$ cat src/inc/ecpm_params.svh
// event channel priority map: offsets, fields, reset values
// assumes 32-bit axi4-lite words, byte addresses, 8-bit address bus
`ifndef ECPM_PARAMS_SVH
`define ECPM_PARAMS_SVH
// ==========================================================
// register byte offsets
`define ECPM_OFF_CHAN   8'h00
`define ECPM_OFF_DBGLVL 8'h20
`define ECPM_OFF_STAT   8'h24
`define ECPM_OFF_CLR    8'h28
`define ECPM_OFF_EN     8'h2C
`define ECPM_OFF_SERVE  8'h30
// ==========================================================
// channel control field positions
`define ECPM_F_LSEL     0
`define ECPM_F_LINK     2
`define ECPM_F_CNT      8
// ==========================================================
// reset values and bus answers
`define ECPM_RST_CHAN   16'h0000
`define ECPM_RST_DBGLVL 4'h0
`define ECPM_RST_EN     4'h0
`define ECPM_RESP_OK    2'h0
`define ECPM_RESP_ERR   2'h2
`endif

$ cat src/inc/ecpm_pkg.sv
// event channel priority map: shared types
// assumes ecpm_params.svh holds all numeric constants
package ecpm_pkg;
  // ========================================================
  // action controller states
  typedef enum logic [1:0] {
    ST_IDLE = 2'b01,
    ST_BUSY = 2'b10
  } ecpm_state_t;
  // ========================================================
  // kind of action demanded from the cpu
  typedef enum logic [1:0] {
    ACT_IRQ  = 2'h0,
    ACT_XFER = 2'h1,
    ACT_DBG  = 2'h2
  } ecpm_act_t;
endpackage : ecpm_pkg

$ cat src/core/ecpm_top.sv
// event channel priority map with cpu action control stage
// assumes requesters hold their request until ack or deny,
// and the cpu answers an action with a one-cycle ack or deny
`timescale 1ns/1ps
`include "ecpm_params.svh"

// Notes on behaviour
// - only winners at level 8-15, group 0-3 may get a transfer
// - channel level is 1, inverted level select, channel bit 2
// - channel group is 0 then the two low channel bits
// - no extended group for transfers; eight channels in four groups of two
// - unmatched requests go on as normal interrupts
// - winner and debug request multiplexed into one cpu action
// - cpu ack or deny returned to the requester it concerns
// - debug request has programmable level; higher level goes first
// - equal levels: interrupt or transfer beats debug
// - debug break goes straight through, untouched
// - link bit in a pair disables the odd channel's mapping
// - channel enabled only while its count is nonzero
module ecpm_top
(
  input  wire logic              ref_clk,
  input  wire logic              rst,
  input  wire logic [7:0]        s_axi_awaddr,
  input  wire logic              s_axi_awvalid,
  output logic                   s_axi_awready,
  input  wire logic [31:0]       s_axi_wdata,
  input  wire logic [3:0]        s_axi_wstrb,
  input  wire logic              s_axi_wvalid,
  output logic                   s_axi_wready,
  output logic [1:0]             s_axi_bresp,
  output logic                   s_axi_bvalid,
  input  wire logic              s_axi_bready,
  input  wire logic [7:0]        s_axi_araddr,
  input  wire logic              s_axi_arvalid,
  output logic                   s_axi_arready,
  output logic [31:0]            s_axi_rdata,
  output logic [1:0]             s_axi_rresp,
  output logic                   s_axi_rvalid,
  input  wire logic              s_axi_rready,
  input  wire logic              arb_valid,
  input  wire logic [3:0]        arb_interrupt_level,
  input  wire logic [2:0]        arb_glvl,
  output logic                   arb_ack,
  output logic                   arb_deny,
  input  wire logic              dbg_req,
  output logic                   dbg_ack,
  output logic                   dbg_deny,
  input  wire logic              dbg_brk_in,
  output logic                   dbg_brk_out,
  output logic                   act_valid,
  output ecpm_pkg::ecpm_act_t    act_kind,
  output logic [3:0]             act_interrupt_level,
  output logic [2:0]             act_chan,
  input  wire logic              cpu_ack,
  input  wire logic              cpu_deny,
  output logic                   irq
);
  import ecpm_pkg::*;

  // ========================================================
  // helpers
  // linked level of channel x for a level select setting
  function automatic logic [3:0] chan_interrupt_level(input logic [2:0] x,
                                           input logic [1:0] ls);
    chan_interrupt_level = {1'b1, ~ls, x[2]};
  endfunction : chan_interrupt_level

  function automatic logic [2:0] chan_glvl(input logic [2:0] x);
    chan_glvl = {1'b0, x[1:0]};
  endfunction : chan_glvl

  // ========================================================
  // state
  logic [15:0]  chan_q [8];
  logic [3:0]   dbg_lvl_q;
  logic [3:0]   stat_q;
  logic [3:0]   en_q;
  logic [2:0]   last_chan_q;
  logic         bvalid_q;
  logic [1:0]   bresp_q;
  logic         rvalid_q;
  logic [1:0]   rresp_q;
  logic [31:0]  rdata_q;
  ecpm_state_t  st_q;
  ecpm_act_t    kind_q;
  logic [3:0]   interrupt_level_q;
  logic [2:0]   chan_sel_q;

  // ========================================================
  // channel matching
  logic [7:0]   hit;
  logic         xfer_any;
  logic [2:0]   hit_idx;

  // one comparator per channel; odd channel drops out if linked
  for (genvar i = 0; i < 8; i++)
  begin : g_match
    wire [2:0] ci   = 3'(i);
    wire [15:0] pr  = chan_q[i ^ 1];
    wire link_pair  = chan_q[i][`ECPM_F_LINK] | pr[`ECPM_F_LINK];
    wire cnt_nz     = chan_q[i][`ECPM_F_CNT +: 8] != 8'h00;
    assign hit[i]   = arb_valid & cnt_nz
      & ~(ci[0] & link_pair)
      & (arb_interrupt_level == chan_interrupt_level(ci, chan_q[i][`ECPM_F_LSEL +: 2]))
      & (arb_glvl == chan_glvl(ci));
  end

  // lowest hit wins should two channels share a level select
  assign xfer_any = |hit;
  assign hit_idx  = hit[0] ? 3'h0 : hit[1] ? 3'h1 : hit[2] ? 3'h2 :
                    hit[3] ? 3'h3 : hit[4] ? 3'h4 : hit[5] ? 3'h5 :
                    hit[6] ? 3'h6 : 3'h7;

  // ========================================================
  // action control selection
  wire idle      = st_q == ST_IDLE;
  wire busy      = st_q == ST_BUSY;
  wire pick_irq  = arb_valid & (~dbg_req | arb_interrupt_level >= dbg_lvl_q);
  wire issue     = idle & (arb_valid | dbg_req);
  wire done      = busy & (cpu_ack | cpu_deny);
  wire xfer_done = busy & cpu_ack & kind_q == ACT_XFER;
  wire is_dbg    = kind_q == ACT_DBG;

  // answers routed back by owner of the pending action
  assign arb_ack     = busy & cpu_ack & ~is_dbg;
  assign arb_deny    = busy & cpu_deny & ~is_dbg;
  assign dbg_ack     = busy & cpu_ack & is_dbg;
  assign dbg_deny    = busy & cpu_deny & is_dbg;
  assign dbg_brk_out = dbg_brk_in;

  // action register; held stable until the cpu answers
  always_ff @(posedge ref_clk)
  begin
    if (rst)
    begin
      st_q       <= ST_IDLE;
      kind_q     <= ACT_IRQ;
      interrupt_level_q     <= 4'h0;
      chan_sel_q <= 3'h0;
    end
    else if (issue)
    begin
      st_q       <= ST_BUSY;
      // higher level first, ties to the interrupt side
      kind_q     <= !pick_irq ? ACT_DBG :
                    xfer_any ? ACT_XFER : ACT_IRQ;
      interrupt_level_q     <= pick_irq ? arb_interrupt_level : dbg_lvl_q;
      chan_sel_q <= hit_idx;
    end
    else if (done)
      st_q <= ST_IDLE;
  end

  assign act_valid = busy;
  assign act_kind  = kind_q;
  assign act_interrupt_level  = interrupt_level_q;
  assign act_chan  = chan_sel_q;

  // ========================================================
  // axi4-lite decode
  wire        wr_go   = s_axi_awvalid & s_axi_wvalid & ~bvalid_q;
  wire        rd_go   = s_axi_arvalid & ~rvalid_q;
  wire [7:0]  wa      = s_axi_awaddr;
  wire [7:0]  ra      = s_axi_araddr;
  wire        wa_chan = wa[7:5] == 3'h0 && wa[1:0] == 2'h0;
  wire        ra_chan = ra[7:5] == 3'h0 && ra[1:0] == 2'h0;
  wire        w_dbg   = wa == `ECPM_OFF_DBGLVL;
  wire        w_clr   = wa == `ECPM_OFF_CLR;
  wire        w_en    = wa == `ECPM_OFF_EN;
  // status and serve are read-only, so a write there errors
  wire        w_ok    = wa_chan | w_dbg | w_clr | w_en;
  wire [3:0]  clr     = (wr_go & w_clr & s_axi_wstrb[0]) ?
                        s_axi_wdata[3:0] : 4'h0;
  wire [31:0] rmux    =
    ra_chan ? {16'h0000, chan_q[ra[4:2]]} :
    ra == `ECPM_OFF_DBGLVL ? {28'h0, dbg_lvl_q} :
    ra == `ECPM_OFF_STAT ? {28'h0, stat_q} :
    ra == `ECPM_OFF_EN ? {28'h0, en_q} :
    ra == `ECPM_OFF_SERVE ? {28'h0, xfer_any, last_chan_q} : 32'h0;
  wire        r_ok    = ra_chan | ra == `ECPM_OFF_DBGLVL |
                        ra == `ECPM_OFF_STAT | ra == `ECPM_OFF_EN |
                        ra == `ECPM_OFF_SERVE;

  assign s_axi_awready = wr_go;
  assign s_axi_wready  = wr_go;
  assign s_axi_arready = rd_go;
  assign s_axi_bvalid  = bvalid_q;
  assign s_axi_bresp   = bresp_q;
  assign s_axi_rvalid  = rvalid_q;
  assign s_axi_rresp   = rresp_q;
  assign s_axi_rdata   = rdata_q;

  // write and read answers, one cycle after acceptance
  always_ff @(posedge ref_clk)
  begin
    if (rst)
    begin
      bvalid_q <= 1'b0;
      bresp_q  <= `ECPM_RESP_OK;
      rvalid_q <= 1'b0;
      rresp_q  <= `ECPM_RESP_OK;
      rdata_q  <= 32'h0;
    end
    else
    begin
      if (wr_go)
      begin
        bvalid_q <= 1'b1;
        bresp_q  <= w_ok ? `ECPM_RESP_OK : `ECPM_RESP_ERR;
      end
      else if (s_axi_bready)
        bvalid_q <= 1'b0;
      if (rd_go)
      begin
        rvalid_q <= 1'b1;
        rresp_q  <= r_ok ? `ECPM_RESP_OK : `ECPM_RESP_ERR;
        rdata_q  <= rmux;
      end
      else if (s_axi_rready)
        rvalid_q <= 1'b0;
    end
  end

  // ========================================================
  // channel control; software write wins over the count step
  for (genvar i = 0; i < 8; i++)
  begin : g_chan
    wire wsel = wr_go & wa_chan & wa[4:2] == 3'(i);
    always_ff @(posedge ref_clk)
    begin
      if (rst)
        chan_q[i] <= `ECPM_RST_CHAN;
      else
      begin
        if (wsel & s_axi_wstrb[0])
          chan_q[i][7:0] <= s_axi_wdata[7:0];
        if (wsel & s_axi_wstrb[1])
          chan_q[i][15:8] <= s_axi_wdata[15:8];
        else if (xfer_done & chan_sel_q == 3'(i) &
                 chan_q[i][15:8] != 8'h00)
          chan_q[i][15:8] <= chan_q[i][15:8] - 8'h01;
      end
    end
  end

  // ========================================================
  // debug level, interrupt status and enable
  // events: 0 transfer, 1 normal irq, 2 debug action, 3 deny
  wire [3:0] ev = {done & cpu_deny & ~cpu_ack,
                   busy & cpu_ack & is_dbg,
                   busy & cpu_ack & kind_q == ACT_IRQ,
                   xfer_done};

  always_ff @(posedge ref_clk)
  begin
    if (rst)
    begin
      dbg_lvl_q   <= `ECPM_RST_DBGLVL;
      en_q        <= `ECPM_RST_EN;
      stat_q      <= 4'h0;
      last_chan_q <= 3'h0;
    end
    else
    begin
      if (wr_go & w_dbg & s_axi_wstrb[0])
        dbg_lvl_q <= s_axi_wdata[3:0];
      if (wr_go & w_en & s_axi_wstrb[0])
        en_q <= s_axi_wdata[3:0];
      stat_q <= (stat_q & ~clr) | ev; // set beats clear
      if (xfer_done)
        last_chan_q <= chan_sel_q;
    end
  end

  assign irq = |(stat_q & en_q);
endmodule : ecpm_top

$ cat config.mk
export PLATFORM = sky130hd
export DESIGN_NAME = ecpm_top
export DESIGN_NICKNAME = d
export VERILOG_FILES = /design/src/inc/ecpm_pkg.sv /design/src/core/ecpm_top.sv
export VERILOG_INCLUDE_DIRS = /design/src /design/src/inc
export SDC_FILE = /design/constraint.sdc
export NUM_CORES = 1
export LEC_CHECK = 0
export BUFFER_PORTS_ARGS = -buffer_cell sky130_fd_sc_hd__buf_2
export CORE_MARGIN = 4
export CORE_UTILIZATION = 25
export DETAILED_ROUTE_END_ITERATION = 16
export PLACE_DENSITY = 0.4
export SYNTH_ARGS = -nofsm -noshare
export SYNTH_HDL_FRONTEND = slang
export SYNTH_SLANG_ARGS = --single-unit
$ cat constraint.sdc
create_clock -name ref_clk -period 2.05 [get_ports ref_clk]
set_input_delay 0.1025 -clock ref_clk [delete_from_list [all_inputs] [get_ports ref_clk]]
set_output_delay 0.1025 -clock ref_clk [all_outputs]
set_load 0.1 [all_outputs]
# After elaboration in Yosys (flattened, before gate mapping)
# Memory sizes are Yosys's and may differ from the RTL's.
# Index checks and enable logic that the tools add are counted.
# classes
magnitude_cmp,1
mux,130
bitwise,150
addsub,8
n_eq_ne,36
n_reduce_logical,23
# ops
operator,count
2-to-1 mux 8 bit,24
bitwise AND 1 bit,91
2-to-1 mux 1 bit,88
nonzero test 8 bit,8
subtractor 8 x 1 -> 8 bit (second input constant),8
equality test 8 x 6 -> 1 bit (second input constant),7
OR 1 bit,38
equality test 4 bit,8
equality test 3 bit (second input constant),8
2-to-1 mux 4 bit,6
equality test 3 x 2 -> 1 bit (second input constant),6
2-to-1 mux 16 bit,1
NOT 2 bit,8
zero test 3 bit,5
2-to-1 mux 2 bit,7
2-to-1 mux 3 bit,4
equality test 3 x 1 -> 1 bit (second input constant),3
NOT 1 bit,9
bitwise AND 4 bit,2
OR reduction 8 bit,1
zero test 2 bit,3
nonzero test 2 bit,3
equality test 2 x 1 -> 1 bit (second input constant),2
equality test 2 bit (second input constant),2
other kinds (5),6
# totals
wordCells,362
n_memories,1
output_inout_bits,57
input_bits,71
mem_bits_rw,128
regBits,64
# mem_list
memory,depth,width,read_ports,rd_clocked_by_memory_dff,write_ports,line_no,source
chan_q,8,16,9,0,8,ecpm_top.sv:75,logic [15:0] chan_q [8];

# Logic depth before layout (Yosys ltp)
# Gate-level depths: netlist of run 1.
# An unclocked memory read counts as a cell.
# depth
depth_word,12
depth_mapped,8
depth_no_buf,8

# Worst setup path after synthesis of run 1
# Ideal clock, no wire load.
# synth_path
kind,register to register
start,register st_q[1]
end,register stat_q[2]
period_less_slack_ns,3.622
setup_slack_ns,-1.572
stages_incl_launch_ff,6
arrival_ns,3.551
path_cell_list,dfxtp_1 -> nor2b_1 -> nand2_1 -> nor2_1 -> a21oi_1 -> nor2_1
# synth_between
elab_chain_cells,4
# synth_rtl
element,line_no,source
start: declaration,ecpm_top.sv:85,ecpm_state_t st_q;
start signal: assignment,ecpm_top.sv:137,st_q <= ST_IDLE;
start signal: assignment,ecpm_top.sv:144,st_q <= ST_BUSY;
start signal: assignment,ecpm_top.sv:152,st_q <= ST_IDLE;
equality test 2 bit,ecpm_top.sv:118,wire busy = st_q == ST_BUSY;
via act_valid,ecpm_top.sv:51,"output logic act_valid,"
bitwise AND 1 bit (2 in a row),--,
via dbg_ack,ecpm_top.sv:47,"output logic dbg_ack,"
OR 4 bit,ecpm_top.sv:270,stat_q <= (stat_q & ~clr) | ev;
end signal: assignment,ecpm_top.sv:270,
end: declaration,ecpm_top.sv:77,logic [3:0] stat_q;
# The timed path passes the listed nets, and every way through them passes these cells.
# A chain may end at the register's enable or synchronous reset.

==> flow_summary_export.csv, run 1 <==
group,metric,value,unit
placement,placed_area,12100,µm²
final_layout,syn_to_final_growth,31.8,%
global_routing,grtUsageTotal,15.5,%
setup_path,arrival,2.44,ns
drt,wl_per_cell,19.0,µm
setup_path,crit_chain,"or4_4, or3_4, and4_4, a41oi_2, and4b_1, o41ai_1",
synthesis,synth-compound-area-share,8.32,%
floorplanning,initial_utilization,25.3,%
synthesis,synth_top_family_by_area,"simple AND/OR/NAND/NOR gates",
drt,route.detailed.drc,0,
timing,report.final.slew_viol_count,0,
synthesis,syn_avg_cell_area,10.2,µm²
placement,hpwlAfterDp,24900,µm
cts,cts_root_buffer,"clkbuf_16",
global_routing,grt_max_degree,45,
drt,wirelength,32500,µm
timing,setup_tns,-0.404,ns
cts,cts.sinks,174,
global_routing,grt_pass1_vias,7703,
timing,hold_viol,0,
final_layout,antennaDiodeCount,0,
setup_path,cp-start-kind,"register",
synthesis,synth_area,9790,µm²
timing,post-route-period-util,104,%
synthesis,synth_seq_cells,174,
cts,cts.clk_slew.worst_paths,0.07,ns
setup_path,required,2.37,ns
synthesis,synthArstFlopShare,0,%
drt,postRouteAntennaNets,0,
floorplanning,num_io_pins,128,
drt,drtIter0Drc,511,
floorplanning,rows,72,
placement,place_ws,-0.260,ns
setup_path,crit_family,"simple AND/OR/NAND/NOR gates",
setup_path,path_buf_inv,0,
timing,clock.fmax,0.471,GHz
timing,setup_viol,15,
drt,num_vias,7848,
final_layout,mostFrequentLayoutCell,"nand2_1",
setup_path,slowest_stage,"or4_4",
timing,rsz0062_at_grt,"true",
floorplanning,core,38600,µm²
global_routing,grt_pass1_wl,48600,µm
placement,gp_congestion,0.823,
outcome,status,"finished with violations",
placement,io_buffers,89,
synthesis,synth_ff_type,"edfxtp_1",
synthesis,yosysSeqAreaShare,48.6,%
floorplanning,dieWidth,206,µm
setup_path,cp_slowest_stage_delay,0.54,ns
pwr,power.total,8.66,mW
cts,ctsHtreeMaxLevel,4,
cts,clock_latency,0.45,ns
cts,cts-buffers-inserted,17,
setup_path,endpoint_kind,"register",
synthesis,netlist_instances,962,
timing,holdWs,0.0351,ns
cts,clockBufferDepth,2,
final_layout,final_cell_mix,"147 x nand2_1, 128 x edfxtp_1, 123 x buf_4",
timing,max-slew-margin-rel,53.7,%
run,maxCapViolCount,0,
final_layout,final_area,12900,µm²
timing,postLayoutSetupSlackWorst,-0.0740,ns
setup_path,critPathKind,"reg2reg",
pwr,leakagePower,5.08,nW
pwr,irDropWorstVdd,0.509,mV
timing,fin_crit,2.12,ns
cts,cts_tree,"built",
drt,first_pass_iters,5,
setup_path,cp_max_fo,2,
synthesis,yosys.area_share.simple,22.0,%
drt,vias_per_cell,4.60,
floorplanning,die_h,206,µm
global_routing,antenna_found_initial,3,
synthesis,synth-adder-area-share,1.53,%
timing,worst_slew_pin_slew,0.691,ns
synthesis,synthMuxAreaShare,9.40,%
synthesis,synthXorXnorAreaFrac,5.72,%
final_layout,nets,1259,
timing,fin_skew,0.0114,ns
final_layout,drive_gt1_share,31.1,%
pwr,p_per_area,671,nW/µm²
synthesis,ys.warnings.count,0,
outcome,violations,"setup timing",
global_routing,overflow,0,
floorplanning,die_area,42400,µm²
synthesis,synth.distinct_cells,64,
synthesis,synth_edf_count,128,
min_path,hp-class,"in2reg",
## power by group
part | switching (mW) | total (mW) | internal [mW] | leakage, nW
Sequential | 0.0820 | 3.96 | 3.88 | 1.73
Clock | 1.48 | 3.16 | 1.67 | 0.278
Combinational | 1.06 | 1.54 | 0.482 | 3.07
Total | 2.62 | 8.66 | 6.04 | 5.08
## cell type report
cell class / instances / area, µm²
Clock inverter: 14 / 121
Sequential cell: 174 / 4770
Inverter: 26 / 103
Tap cell: 518 / 648
Multi-Input combinational cell: 717 / 4960
Timing Repair Buffer: 240 / 1880
Clock buffer: 18 / 429
Fill cell: 3961 / 25700
## final timing paths
kind	slack [ns]	cells after the start	endpoint	startpoint
worst max-delay path	-0.07	6	act_kind[0]	chan_q[4][14]
worst min-delay path	0.04	2	s_axi_rdata[7]	rst
worst max register to register	-0.07	6	act_kind[0]	chan_q[4][14]
worst min register to register	0.48	2	stat_q[0]	stat_q[0]
## stage by stage
stage | util (%) | instances
floorplan | - | 979
global placement | 31.3 | 1669
detailed placement | 31.3 | 1669
CTS | 33.1 | 1706
global route | 33.4 | 1707
finish | 33.4 | 1707
## repair_timing
action	CTS	global route
pin swaps	7	12
endpoints found under the setup margin	69	67
hold buffers	4	0
resized for setup	21	46
gates cloned	0	0
setup buffers	1	2
endpoints found under the hold margin	4	0
## cells by family after synthesis
group / count (synthesis)
other: 1
adders and majority gates: 12
buffers and inverters: 88
and+or+nand+nor: 436
xor gates and xnor gates: 64
AOI/OAI and AO/OA: 136
muxes: 51
DFF: 174
## synthesized netlist by cell type, types with 3 or more instances
cell	count	area share [%]
nand2_1	150	5.7
edfxtp_1	128	39
nor2_1	87	3.3
and2_1	66	4.2
o21ai_0	64	3.3
xnor2_1	47	4.2
dfxtp_1	46	9.4
clkbuf_1	34	1.3
mux4_2	30	6.9
inv_1	24	0.92
nor3_1	23	1.2
a21oi_1	21	1.1
buf_4	21	1.6
nand2b_1	20	1.3
mux2i_1	17	1.7
xor2_1	17	1.5
a22oi_1	15	1.1
nand3_1	14	0.72
ha_1	12	1.5
nor4_1	12	0.77
nor2_2	9	0.57
nor2b_1	9	0.57
or4_1	8	0.61
nand3b_1	7	0.54
a211oi_1	6	0.46
or3_1	6	0.38
nand4_1	5	0.32
o21ai_1	5	0.26
o21bai_1	4	0.31
a21o_1	3	0.23
a221oi_1	3	0.27
and3b_1	3	0.27
buf_1	3	0.11
buf_2	3	0.15
## state kept, by name (all words and copies together), names as in the netlist
name and flops:
act_kind 2, last_chan_q 3, s_axi_rresp 1, dbg_lvl_q 4
s_axi_rdata 16, st_q 2, en_q 4, chan_q 128
s_axi_rvalid 1, act_chan 3, s_axi_bresp 1, stat_q 4
act_interrupt_level 4, s_axi_bvalid 1
## per-layer routing
metal  vias to the layer above  global-route usage [%]  share of wire [%]
met5                         -                       0               0.14
met2                       174                    24.7                 47
met4                         6                    4.44                1.6
li1                       3825                       -                  -
met3                        41                    2.81                4.3
met1                      3802                    21.5                 47
Power figures use the tool's default switching activity.
==> run 2, diff against run 1 <==
- CORE_ASPECT_RATIO: unset -> 1.4
- REMOVE_ABC_BUFFERS: unset -> 1
==> run 2 against run 1 <==
Wire length is 4.2% higher. First-iteration DRC count fell by 21%. Non-clock buffer count is 5 higher. Clock power grew 6%. Sequential power about the same. Maximum frequency decreased by 1.2%. The flow still finishes with violations (setup timing).
==> flow_summary_export.csv, run 2 (same netlist as run 1, synthesis figures left out) <==
group,metric,value,unit
setup_path,r2r_end,"act_kind[0]",
placement,io_buffers,89,
timing,post-route-period-util,105,%
setup_path,reg2reg_from,"chan_q[2][8]",
pwr,p_per_area,688,nW/µm²
drt,routed.top_layer,"met4",
drt,drtIter0Drc,403,
setup_path,reg2reg_setup_slack,-0.10,ns
outcome,status,"finished with violations",
cts,cts-buffers-inserted,17,
setup_path,cp_max_fo,2,
drt,num_vias,7787,
timing,report.final.slew_viol_count,0,
drt,route.detailed.drc,0,
drt,first_pass_iters,4,
floorplanning,die_h,242,µm
setup_path,crit_chain,"inv_2, ha_4, or2b_1, or3_4, and4_4, nor4_4, and4b_1, o41ai_2",
timing,holdWs,0.0269,ns
drt,wl_met3,1220,µm
setup_path,path_buf_inv,1,
global_routing,antenna_found_initial,2,
run,maxCapViolCount,0,
setup_path,critPathKind,"reg2reg",
timing,setup_tns,-0.183,ns
timing,hold_viol,0,
min_path,hp-class,"in2reg",
placement,hpwlAfterDp,26500,µm
cts,clock_latency,0.45,ns
timing,postLayoutSetupSlackWorst,-0.101,ns
cts,cts_root_buffer,"clkbuf_16",
setup_path,crit_family,"simple AND/OR/NAND/NOR gates",
drt,drt-met1-wl,13500,µm
floorplanning,dieWidth,175,µm
drt,wl_met2,18100,µm
cts,clockBufferDepth,2,
cts,ctsHtreeMaxLevel,4,
global_routing,grt_pass1_wl,50200,µm
floorplanning,core,38600,µm²
final_layout,largest_reg_flops,128,
pwr,leakagePower,5.01,nW
pwr,irDropWorstVdd,0.396,mV
timing,fin_skew,0.0139,ns
global_routing,grt_pass1_vias,8072,
setup_path,slowest_stage,"edfxtp_1",
setup_path,arrival,2.46,ns
setup_path,required,2.36,ns
final_layout,syn_to_final_growth,31.1,%
final_layout,final_cell_mix,"148 x nand2_1, 135 x buf_4, 128 x edfxtp_1",
final_layout,mostFrequentLayoutCell,"nand2_1",
global_routing,overflow,0,
cts,cts_tree,"built",
drt,wl_per_cell,19.7,µm
setup_path,setup.worst_path.start,"chan_q[2][8]",
floorplanning,initial_utilization,25.4,%
setup_path,reg2regPathDepth,8,
global_routing,grt_max_degree,21,
drt,postRouteAntennaNets,0,
timing,setup_viol,3,
timing,fin_crit,2.15,ns
placement,gp_congestion,0.824,
final_layout,top_register,"chan_q",
final_layout,drive_gt1_share,30.7,%
min_path,min_delay_path_depth,4,
final_layout,nets,1264,
cts,cts.clk_slew.worst_paths,0.07,ns
timing,rsz0062_at_grt,"true",
setup_path,cp-endpoint,"act_kind[0]",
outcome,violations,"setup timing",
setup_path,cp_slowest_stage_delay,0.41,ns
final_layout,final_area,12800,µm²
cts,cts.sinks,174,
timing,worst_slew_pin_slew,0.757,ns
placement,placed_area,11900,µm²
setup_path,endpoint_kind,"register",
setup_path,cp-start-kind,"register",
timing,max-slew-margin-rel,49.3,%
floorplanning,num_io_pins,128,
timing,clock.fmax,0.465,GHz
drt,vias_per_cell,4.53,
drt,wirelength,33800,µm
floorplanning,rows,85,
setup_path,critical_path_cell_count,8,
global_routing,grtUsageTotal,15.9,%
floorplanning,die_area,42500,µm²
[run 2: cell count changes in the layout (fill, tap and decap cells not counted), sizes merged]
cell / delta
buf: +3
bufinv: +1
clkbuf: +2
clkinv: -8
clkinvlp: +1
diode: +2
inv: +6
[run 2: timing repair]
item / in CTS / in global routing
pin swaps: 10 / 17
hold endpoints to repair: 4 / 0
resized for setup: 27 / 38
setup buffers: 5 / 5
hold buffers: 4 / 0
setup endpoints to repair: 39 / 100
[run 2: metal layers]
layer	GRT usage, %	up-vias
li1	-	3826
met1	18.1	3764
met2	29.7	159
met3	2.50	38
met4	5.83	0
met5	0	-
[run 2: worst min-delay path by stage]
| stage | end | start |
|---|---|---|
| after floorplan | act_chan[0] | rst |
| after global placement | dbg_brk_out | dbg_brk_in |
| after detailed placement | dbg_brk_out | dbg_brk_in |
| after CTS | stat_q[3] | cpu_ack |
| after global routing | act_interrupt_level[3] | arb_interrupt_level[3] |
| final | stat_q[3] | cpu_ack |
[run 2: report_power, final]
group	switching [mW]	internal [mW]	total (mW)
combinational	1.05	0.477	1.53
clock	1.52	1.82	3.34
sequential	0.0899	3.88	3.97
total	2.66	6.18	8.84
[run 2: layout make-up]
cell class | instances | area (µm²)
clock inverters | 14 | 155
diodes | 2 | 5.00
repair buffers | 245 | 1840
fillers | 3990 | 25800
inverters | 26 | 97.6
well taps | 522 | 653
flip-flops and latches | 174 | 4760
multi-input cells | 717 | 4900
clock buffers | 18 | 429
[run 2: worst min-delay path, stage by stage]
cell,delay [ns]
buf_2,0.12
nor2_1,0.06
a21oi_1,0.11
nor2_1,0.05
[run 2: through the flow]
step | util, % | setup slack [ns] | power (mW) | instances
after floorplan | - | -1.57 | 4.90 | 917
after global placement | 30.8 | -0.243 | 5.55 | 1671
after detailed placement | 30.8 | -0.361 | 5.55 | 1671
after CTS | 32.9 | -0.121 | 8.93 | 1711
after global routing | 33.3 | -0.162 | 9.19 | 1716
final | 33.3 | -0.101 | 8.84 | 1718
==> run 3, diff against run 2 <==
- BUFFER_PORTS_ARGS: -buffer_cell sky130_fd_sc_hd__buf_2 -> unset
- CORE_ASPECT_RATIO: 1.4 -> 0.9
- DONT_BUFFER_PORTS: unset -> 1
- PLACE_DENSITY: 0.4 -> 0.38
==> run 3 against run 2 <==
The run still ends with setup timing left. Maximum frequency down 0.44%. Sequential cell count unchanged. First-iteration DRC count up 9.2%. Combinational power down 3%. Global-route usage up 0.65 points. Wire length up 3.7%. Sequential share of layout area down 0.87 points. Power up 0.79%. Non-clock buffer count down 39. Largest cell class unchanged.
==> flow_summary_export.csv, run 3 (same netlist as run 1, synthesis figures left out) <==
group,metric,value,unit
outcome,status,"finished with violations",
outcome,violations,"setup timing",
cts,cts-buffers-inserted,17,
pwr,p_per_area,677,nW/µm²
placement,gp_congestion,0.824,
placement,placed_area,11700,µm²
final_layout,final_area,13200,µm²
drt,drtIter0Drc,440,
cts,ctsHtreeMaxLevel,4,
floorplanning,rows,68,
drt,postRouteAntennaNets,0,
setup_path,required,2.37,ns
placement,io_buffers,0,
timing,setup_tns,-0.227,ns
timing,post-route-period-util,105,%
floorplanning,die_area,42400,µm²
floorplanning,dieWidth,217,µm
final_layout,antennaDiodeCount,0,
global_routing,antenna_found_initial,1,
timing,fin_skew,0.0149,ns
drt,vias_per_cell,4.70,
global_routing,grt_pass1_wl,52200,µm
run,maxCapViolCount,0,
timing,rsz0062_at_grt,"true",
cts,cts_tree,"built",
global_routing,grtUsageTotal,16.5,%
setup_path,critPathKind,"reg2reg",
global_routing,overflow,0,
drt,wirelength,35100,µm
final_layout,layout.cells.non_filler,1680,
placement,dpl.cell_count,1602,
final_layout,syn_to_final_growth,34.4,%
timing,hold_viol,0,
min_path,hp-class,"in2reg",
cts,clock_latency,0.46,ns
pwr,leakagePower,4.95,nW
timing,clock.fmax,0.463,GHz
timing,fin_crit,2.16,ns
timing,max-slew-margin-rel,41.3,%
drt,wl_per_cell,20.9,µm
drt,route.detailed.drc,0,
pwr,irDropWorstVdd,0.623,mV
placement,hpwlAfterDp,25100,µm
cts,cts.sinks,174,
final_layout,nets,1225,
drt,first_pass_iters,4,
final_layout,final_cell_mix,"141 x buf_4, 134 x nand2_1, 128 x edfxtp_1",
setup_path,arrival,2.48,ns
floorplanning,core,38500,µm²
setup_path,endpoint_kind,"register",
global_routing,grt_pass1_vias,8005,
timing,worst_slew_pin_slew,0.877,ns
final_layout,mostFrequentLayoutCell,"buf_4",
final_layout,drive_gt1_share,29.3,%
global_routing,grt_max_degree,49,
floorplanning,die_h,196,µm
timing,report.final.slew_viol_count,0,
floorplanning,initial_utilization,25.4,%
setup_path,cp_max_fo,2,
final_layout,largest_reg_flops,128,
setup_path,cp-start-kind,"register",
timing,postLayoutSetupSlackWorst,-0.110,ns
cts,clockBufferDepth,2,
floorplanning,num_io_pins,128,
timing,setup_viol,4,
cts,cts_root_buffer,"clkbuf_16",
drt,num_vias,7890,
cts,cts.clk_slew.worst_paths,0.08,ns
final_layout,top_register,"chan_q",
[run 3: area by class of cell]
class,instances,area (µm²)
Clock buffer,17,425
Tap cell,525,657
Inverter,26,97.6
Multi-Input combinational cell,717,5070
Fill cell,3917,25400
Timing Repair Buffer,206,1950
Clock inverter,15,196
Sequential cell,174,4770
[run 3: power breakdown]
group / total [mW] / switching (mW) / internal, mW
logic: 1.48 / 0.983 / 0.496
clock network: 3.46 / 1.70 / 1.77
registers: 3.97 / 0.0877 / 3.88
[run 3: through the flow]
| step | power, mW | utilization, % | hold slack [ns] | setup slack (ns) |
|---|---|---|---|---|
| after global routing | 9.24 | 34.2 | 0.0184 | -0.163 |
| after global placement | 5.31 | 30.3 | 0.188 | -0.171 |
| after floorplan | 4.90 | - | 0.172 | -1.57 |
| after detailed placement | 5.31 | 30.3 | 0.189 | -0.244 |
| after CTS | 8.97 | 33.2 | 0.00553 | -0.103 |
| final | 8.91 | 34.2 | 0.0227 | -0.110 |
[run 3: path summary, 6_finish.rpt]
check | startpoint | slack [ns] | depth (start not counted) | to
setup reg to reg | chan_q[4][11] | -0.11 | 6 | act_kind[0]
hold reg to reg | stat_q[0] | 0.48 | 2 | stat_q[0]
hold / removal | cpu_deny | 0.02 | 4 | stat_q[3]
setup / recovery | chan_q[4][11] | -0.11 | 6 | act_kind[0]
[run 3: metal layers]
metal	global-route usage, %	vias up	wire length, µm
li1	-	3747	-
met1	23.1	3918	16500
met2	25.5	179	16000
met3	3.67	44	1700
met4	5.38	2	847
met5	0	-	12
[run 3: worst max-delay path, stage by stage (launching register included)]
cell and delay, ns:
edfxtp_1 0.39, or4_1 0.53, or3_4 0.38, and4_4 0.17
a41oi_2 0.17, and4b_2 0.30, o41ai_2 0.07
[run 3: what timing repair did]
item	CTS	global route
resized for setup	28	102
setup endpoints to repair	42	149
hold buffers	36	0
setup buffers	2	10
endpoints found under the hold margin	174	0
pin swaps	10	26
